<file path="config.mk">
export PLATFORM = sky130hd
export DESIGN_NAME = icw_watchdog
export DESIGN_NICKNAME = d
export VERILOG_FILES = /design/src/hdl/icw_pkg.sv /design/src/hdl/icw_watchdog.sv
export VERILOG_INCLUDE_DIRS = /design/src /design/src/hdl
export SDC_FILE = /design/constraint.sdc
export NUM_CORES = 1
export LEC_CHECK = 0
export ABC_AREA = 1
export CORE_ASPECT_RATIO = 0.8
export CORE_MARGIN = 5
export CORE_UTILIZATION = 52
export CTS_CLUSTER_SIZE = 14
export DETAILED_ROUTE_END_ITERATION = 6
export DONT_BUFFER_PORTS = 1
export GPL_TIMING_DRIVEN = 0
export PLACE_DENSITY = 0.72
export SLEW_MARGIN = 20
export SYNTH_ARGS = -nofsm -noshare
export SYNTH_HDL_FRONTEND = slang
export SYNTH_SLANG_ARGS = --single-unit
</file>
<file path="constraint.sdc">
create_clock -name ref_clk_i -period 2.6 [get_ports ref_clk_i]
set_input_delay 0 -clock ref_clk_i [delete_from_list [all_inputs] [get_ports ref_clk_i]]
set_output_delay 0 -clock ref_clk_i [all_outputs]
set_load 0.02 [all_outputs]
</file>
<file path="src/hdl/icw_regs.svh">
// constants of the instruction clock watchdog
`ifndef ICW_REGS_SVH
`define ICW_REGS_SVH
`define ICW_CNT_WIDTH    16
`define ICW_CNT_INIT     16'hFFFF
`define ICW_CNT_ZERO     16'h0000
`define ICW_ENABLE_RESET 1'b1
`define ICW_FLAG_RESET   1'b0
`define ICW_PIN_IDLE     1'b1
`define ICW_ARMED_RESET  1'b0
`endif

</file>
<file path="src/hdl/icw_pkg.sv">
// types of the instruction clock watchdog
package icw_pkg;
    typedef logic [15:0] icw_count_t;
    typedef enum logic [1:0] {
        ICW_CNT_HOLD,
        ICW_CNT_DEC,
        ICW_CNT_RELOAD,
        ICW_CNT_LOAD
    } icw_cnt_action_t;
endpackage

</file>
<file path="src/hdl/icw_watchdog.sv">
// instruction clock watchdog: guard counter, underflow flags, enable flag, reset drive
//
// Summary of operation
// RULE_01: after reset load guard counter with all ones, decrement per instruction clock.
// RULE_02: a count pulse at zero is an underflow and sets the first flag.
// RULE_03: underflow with first flag still set sets second flag, drives reset low.
// RULE_04: software must restart at least every 65534 machine cycles.
// RULE_05: reset function active while enable flag is one; flag is one after reset.
// RULE_06: enable flag clears only when disable op is directly followed by restart op.
// RULE_07: enable flag set on every system reset and every back-up entry.
// RULE_08: restart with first flag set clears it and skips next; otherwise no skip.
// RULE_09: restart skip works even while the reset function is disabled.
// RULE_10: a disable op not directly followed by restart leaves the watchdog running.
// RULE_11: back-up entry reinitialises the first flag and the guard counter.
// RULE_12: software re-disables after each return from back-up if unwanted.
// RULE_13: software clears the first flag with restart just before back-up.
// RULE_14: while disabled, counting and first flag go on; no second flag, no reset.
`timescale 1ns/100ps
`include "icw_regs.svh"

module icw_watchdog #(
    parameter logic [`ICW_CNT_WIDTH-1:0] INIT_COUNT = `ICW_CNT_INIT
) (
    input  wire logic ref_clk_i,
    input  wire logic rst_n_i,
    input  wire logic inst_clk_en_i,
    input  wire logic instr_exec_i,
    input  wire logic guard_restart_op_i,
    input  wire logic guard_disable_op_i,
    input  wire logic backup_entry_i,
    output logic      skip_next_o,
    output logic      reset_n_o,
    output logic      guard_enable_flag_o,
    output logic      first_underflow_flag_o,
    output logic      second_underflow_flag_o
);

    // ******************************
    // state
    // ******************************
    icw_pkg::icw_count_t      guard_counter_reg;
    icw_pkg::icw_count_t      counter_next;
    logic                     guard_enable_flag_reg;
    logic                     first_underflow_flag_reg;
    logic                     second_underflow_flag_reg;
    logic                     reset_n_reg;
    logic                     disable_armed_reg;
    logic                     skip_reg;
    icw_pkg::icw_cnt_action_t cnt_action_w;

    // ******************************
    // helpers
    // ******************************
    // an op only counts in the cycle the core reports it as executed
    function automatic logic op_taken(
        input logic exec,
        input logic op
    );
        op_taken = exec & op;
    endfunction

    // set wins over clear, so an event is never lost against a service
    function automatic logic sticky_next(
        input logic cur,
        input logic set,
        input logic clr
    );
        sticky_next = set | (cur & ~clr);
    endfunction

    // back-up entry outranks a count pulse in the same cycle
    function automatic icw_pkg::icw_cnt_action_t pick_action(
        input logic backup,
        input logic uflow,
        input logic tick
    );
        if (backup) begin
            pick_action = icw_pkg::ICW_CNT_LOAD;
        end else if (uflow) begin
            pick_action = icw_pkg::ICW_CNT_RELOAD;
        end else if (tick) begin
            pick_action = icw_pkg::ICW_CNT_DEC;
        end else begin
            pick_action = icw_pkg::ICW_CNT_HOLD;
        end
    endfunction

    // ******************************
    // decode
    // ******************************
    wire logic restart_w    = op_taken(instr_exec_i, guard_restart_op_i);
    wire logic disable_w    = op_taken(instr_exec_i, guard_disable_op_i);
    wire logic at_zero_w    = (guard_counter_reg == `ICW_CNT_ZERO);
    wire logic underflow_w  = inst_clk_en_i & at_zero_w; // RULE_02
    // a restart in the same cycle as the underflow counts as serviced
    wire logic unserviced_w = underflow_w & first_underflow_flag_reg & ~restart_w;
    wire logic second_w     = unserviced_w & guard_enable_flag_reg; // RULE_03 RULE_14
    wire logic turn_off_w   = restart_w & disable_armed_reg; // RULE_06 RULE_10
    wire logic skip_w       = restart_w & first_underflow_flag_reg; // RULE_08 RULE_09
    // any executed instruction ends the "directly followed" window
    wire logic armed_next   = instr_exec_i ? disable_w : disable_armed_reg; // RULE_10
    wire logic first_keep_w = sticky_next(first_underflow_flag_reg, underflow_w, restart_w); // RULE_08
    wire logic first_next   = ~backup_entry_i & first_keep_w; // RULE_11
    wire logic enable_next  = sticky_next(guard_enable_flag_reg, backup_entry_i, turn_off_w); // RULE_07 RULE_06
    // sticky until system reset; the reset pin pulls the core and us back
    wire logic second_next  = sticky_next(second_underflow_flag_reg, second_w, 1'b0); // RULE_03

    // ******************************
    // counter step
    // ******************************
    assign cnt_action_w = pick_action(backup_entry_i, underflow_w, inst_clk_en_i);

    always_comb begin
        counter_next = guard_counter_reg;
        unique case (cnt_action_w)
            icw_pkg::ICW_CNT_LOAD: begin
                counter_next = INIT_COUNT; // RULE_11
            end
            icw_pkg::ICW_CNT_RELOAD: begin
                counter_next = INIT_COUNT;
            end
            icw_pkg::ICW_CNT_DEC: begin
                counter_next = guard_counter_reg - 16'h0001; // RULE_01
            end
            icw_pkg::ICW_CNT_HOLD: begin
                counter_next = guard_counter_reg;
            end
        endcase
    end

    // ******************************
    // registers
    // ******************************
    always_ff @(posedge ref_clk_i or negedge rst_n_i) begin
        if (!rst_n_i) begin
            guard_counter_reg <= INIT_COUNT; // RULE_01
        end else begin
            guard_counter_reg <= counter_next;
        end
    end

    always_ff @(posedge ref_clk_i or negedge rst_n_i) begin
        if (!rst_n_i) begin
            guard_enable_flag_reg <= `ICW_ENABLE_RESET; // RULE_05 RULE_07
        end else begin
            guard_enable_flag_reg <= enable_next;
        end
    end

    always_ff @(posedge ref_clk_i or negedge rst_n_i) begin
        if (!rst_n_i) begin
            first_underflow_flag_reg <= `ICW_FLAG_RESET;
        end else begin
            first_underflow_flag_reg <= first_next;
        end
    end

    always_ff @(posedge ref_clk_i or negedge rst_n_i) begin
        if (!rst_n_i) begin
            second_underflow_flag_reg <= `ICW_FLAG_RESET;
        end else begin
            second_underflow_flag_reg <= second_next;
        end
    end

    // own flop for the pin so the output is never a gate after the flag
    always_ff @(posedge ref_clk_i or negedge rst_n_i) begin
        if (!rst_n_i) begin
            reset_n_reg <= `ICW_PIN_IDLE;
        end else begin
            reset_n_reg <= ~second_next; // RULE_03
        end
    end

    always_ff @(posedge ref_clk_i or negedge rst_n_i) begin
        if (!rst_n_i) begin
            disable_armed_reg <= `ICW_ARMED_RESET;
        end else begin
            disable_armed_reg <= armed_next;
        end
    end

    always_ff @(posedge ref_clk_i or negedge rst_n_i) begin
        if (!rst_n_i) begin
            skip_reg <= 1'b0;
        end else begin
            skip_reg <= skip_w;
        end
    end

    // ******************************
    // outputs
    // ******************************
    assign skip_next_o             = skip_reg;
    assign reset_n_o               = reset_n_reg; // RULE_03
    assign guard_enable_flag_o     = guard_enable_flag_reg;
    assign first_underflow_flag_o  = first_underflow_flag_reg;
    assign second_underflow_flag_o = second_underflow_flag_reg;

endmodule

</file>
==> results.md <==
* Nets at 201
* Input/output buffers at 0
* CP max FO at 6
* Max FFs per register at 16
* Clk Latency, worst-skew pair at 320 ps
* Post-Layout Cell Count at 227
* Avg Inst Size Synth at 7.43 um^2
* Setup crit start: guard_counter_reg[0]$_DFFE_PN1P_
* Design Power at slightly above 0.0008 W
* Synth Area in Simple Gates at 36.5%
* Clock Sinks at 22
* Final Hold Fails at 0
* Hpwl dp at 1.97 mm
* Clock transition at the registers of the reported paths at 120 ps
* Reg2Reg Capture Point: first_underflow_flag_o$_DFF_PN0_
* Aggregate global-route resource usage at 16.7%
* Grt ovf at 0
* Pwr/cell area at roughly 540 nW/um^2
* Initial DRC count at 43
* Metal3 WL at 165 um
* Worst slack, placed at 991 ps
* P&R area growth vs syn at 13.0%
* Final Instance Area at 1500 um^2
* Placed instance area at 1380 um^2
* Fin. max-slew vios at 0
* Clock buffer count from CTS at 3
* Clock Skews at approximately 13 ps
* Final worst path period need at 1940 ps
* Drt via density at between 5 and 6
* Reg area at 573 um^2
* Initial Util at 54.5%
* Top_reg_cell synth: dfstp_2
* Routed len/inst at 11.8 um
* Flop2flop setup slack at 660 ps
* Critical path type: reg -> reg
* Share of cells above drive strength 1 at between 20% and 30%
* Worst slew pin tran at 484 ps
* Synthesized area at 1330 um^2
* Synth Area in XOR/XNOR at 2.63%
* DRT met1 WL at about 1.3 mm
* Synth top area cells: dfstp_2 (36%), nand2_1 (16%), dfrtp_1 (7.5%), inv_1 (5.9%), nor2_1 (5.6%)
* Area of the core at around 2400 um^2
* Synth Instances at 179
* Post-CTS sizing at 0
* Synth Area in Adders at 1.88%
* Static leakage at roughly 0.7 nW
* RSZ-0062 raised after global routing: no
* Maximum number of pins on one net before global-route repair at 23
* Drt first pass iters at 5
* Worst rel slew slack at 67.7%
* Req. time, crit path at 2800 ps
* Fmax at 515 MHz
* Compound-Gate Fraction of Synth Area at 8.18%
* GPL Wtd Cong at 0.827
* Multi-input gate area at 654 um^2
* Register area share after synthesis at between 40% and 50%
* Vias in the first global route at 1052
* Antenna violations before repair at 0
* Drt drc at 0
* R2R depth at 9
* Synth top area share at 35.6%
* Die area at 3680 um^2
* Synthesized net count at ~190
* Worst r2r src: guard_counter_reg[0]$_DFFE_PN1P_
* Commonest non-fill, non-tap cell in the layout: nand2_1
* Highest metal used: met4
* TritonCTS clock tree: done
* Final Worst Setup Slack at 657 ps
* Root Driver: clkbuf_4
* Hold crit path type: in -> async
* Die width at 66.5 um
* Worst EP arrival at 2140 ps
* Worst vdd ir at 350 uV
* Max Cap Violations at 0
* Fin crit share at 74.7%
* Outcome: finished, final reports clean
* CP endpoint kind: register
* Routed Antenna Nets at 0
* Mux cell area share after synthesis at 0%
* Largest family of logic cells by synthesized area: simple AND/OR/NAND/NOR gates
* Most frequent cells in the layout: nand2_1 (58), inv_1 (21), nor2_1 (20), dfstp_2 (18), nand3_1 (9)
* Flop and latch count out of synthesis at 22
* Io pins at 12
* Ant. Diodes at 0
* Post-synth EDFFs at 0
* Startpoint types: register
* Die Y at 55.2 um
* Total Wirelength at 2.68 mm
* Synth area leader: dfstp_2
* Ys async rst share at 100%
* Number of setup violations in the final report at 0
* Post CTS Setup Buffer Count at 0
* Placed Cells at 215
* First-pass GRT wire length at 4.74 mm
* Metal2 WL at 1.22 mm
* Vias at 1150
* FILL cells at 229
* Yosys warning total at 0
* CTS Buffer Depth at 2
* Post-route setup TNS at 0 ps
* Row count at 16
* # H-tree levels at 1
* Synth unique cells at 26
cell usage after synthesis (all sizes together) (3+ instances only):
cell,count
nor3,3
nand4,3
o21ai,15
nor2,27
nand2,62
dfstp,18
inv,22
nand3,10
xnor2,3
dfrtp,4
area by class of cell:
cell class / count / share of cell area (%)
Timing Repair Buffer: 8 / 5.00
Inverter: 22 / 5.50
Tap cell: 36 / 3.00
Clock inverter: 1 / 2.00
Sequential cell: 22 / 38.1
Clock buffer: 3 / 1.50
Multi-Input combinational cell: 132 / 43.5
Buffer: 3 / 1.33
what timing repair did:
item                                    CTS  global route
hold buffers                              7             1
endpoints found under the hold margin    34            13
endpoints found under the setup margin    0             0
cell families (layout without fill, tap and decap cells):
logic type / count (synthesis) / after routing
and+or+nand+nor: 107 / 107
adders and majority gates: 2 / 2
buffers and inverters: 25 / 37
xor gates and xnor gates: 4 / 4
DFF: 22 / 22
AOI/OAI and AO/OA: 19 / 19
stage by stage:
step	hold WS, ps	util (%)
2_1_floorplan	-296	-
3_3_place_gp	-295	56.3
3_5_place_dp	-295	56.3
4_1_cts	297	61.3
5_1_grt	186	61.5
6_report	177	61.5
critical path, stage by stage (launching register included):
cell and delay (ps):
dfstp_2 580, inv_1 120, ha_1 220, nand2_1 60, nor2_1 40, nand2_2 70, inv_1 40, nand2_1 80
a21oi_1 70, dlygate4sd3_1 560
where the power goes:
group	total [W]	internal (W)	switching [W]
clock	0.000267	0.000156	0.000111
combinational	0.000128	0.0000470	0.0000812
sequential	0.000422	0.000389	0.0000330
total	0.000817	0.000592	0.000225
worst max-delay path by stage:
| stage | to | slack [ps] | cells after the start |
|---|---|---|---|
| 2_1_floorplan | guard_counter_reg[12]$_DFFE_PN1P_ | 1160 | 9 |
| 3_3_place_gp | guard_counter_reg[12]$_DFFE_PN1P_ | 1030 | 9 |
| 3_5_place_dp | guard_counter_reg[3]$_DFFE_PN1P_ | 990 | 9 |
| 4_1_cts | first_underflow_flag_o$_DFF_PN0_ | 660 | 9 |
| 5_1_grt | first_underflow_flag_o$_DFF_PN0_ | 570 | 9 |
| 6_report | first_underflow_flag_o$_DFF_PN0_ | 660 | 9 |
routing by layer:
metal | vias up | global-route usage (%)
li1 | 582 | -
met5 | - | 0
met3 | 2 | 5.48
met1 | 532 | 22.9
met2 | 34 | 25.4
met4 | 0 | 3.48
Note: power is estimated with default switching activity, not from simulation.
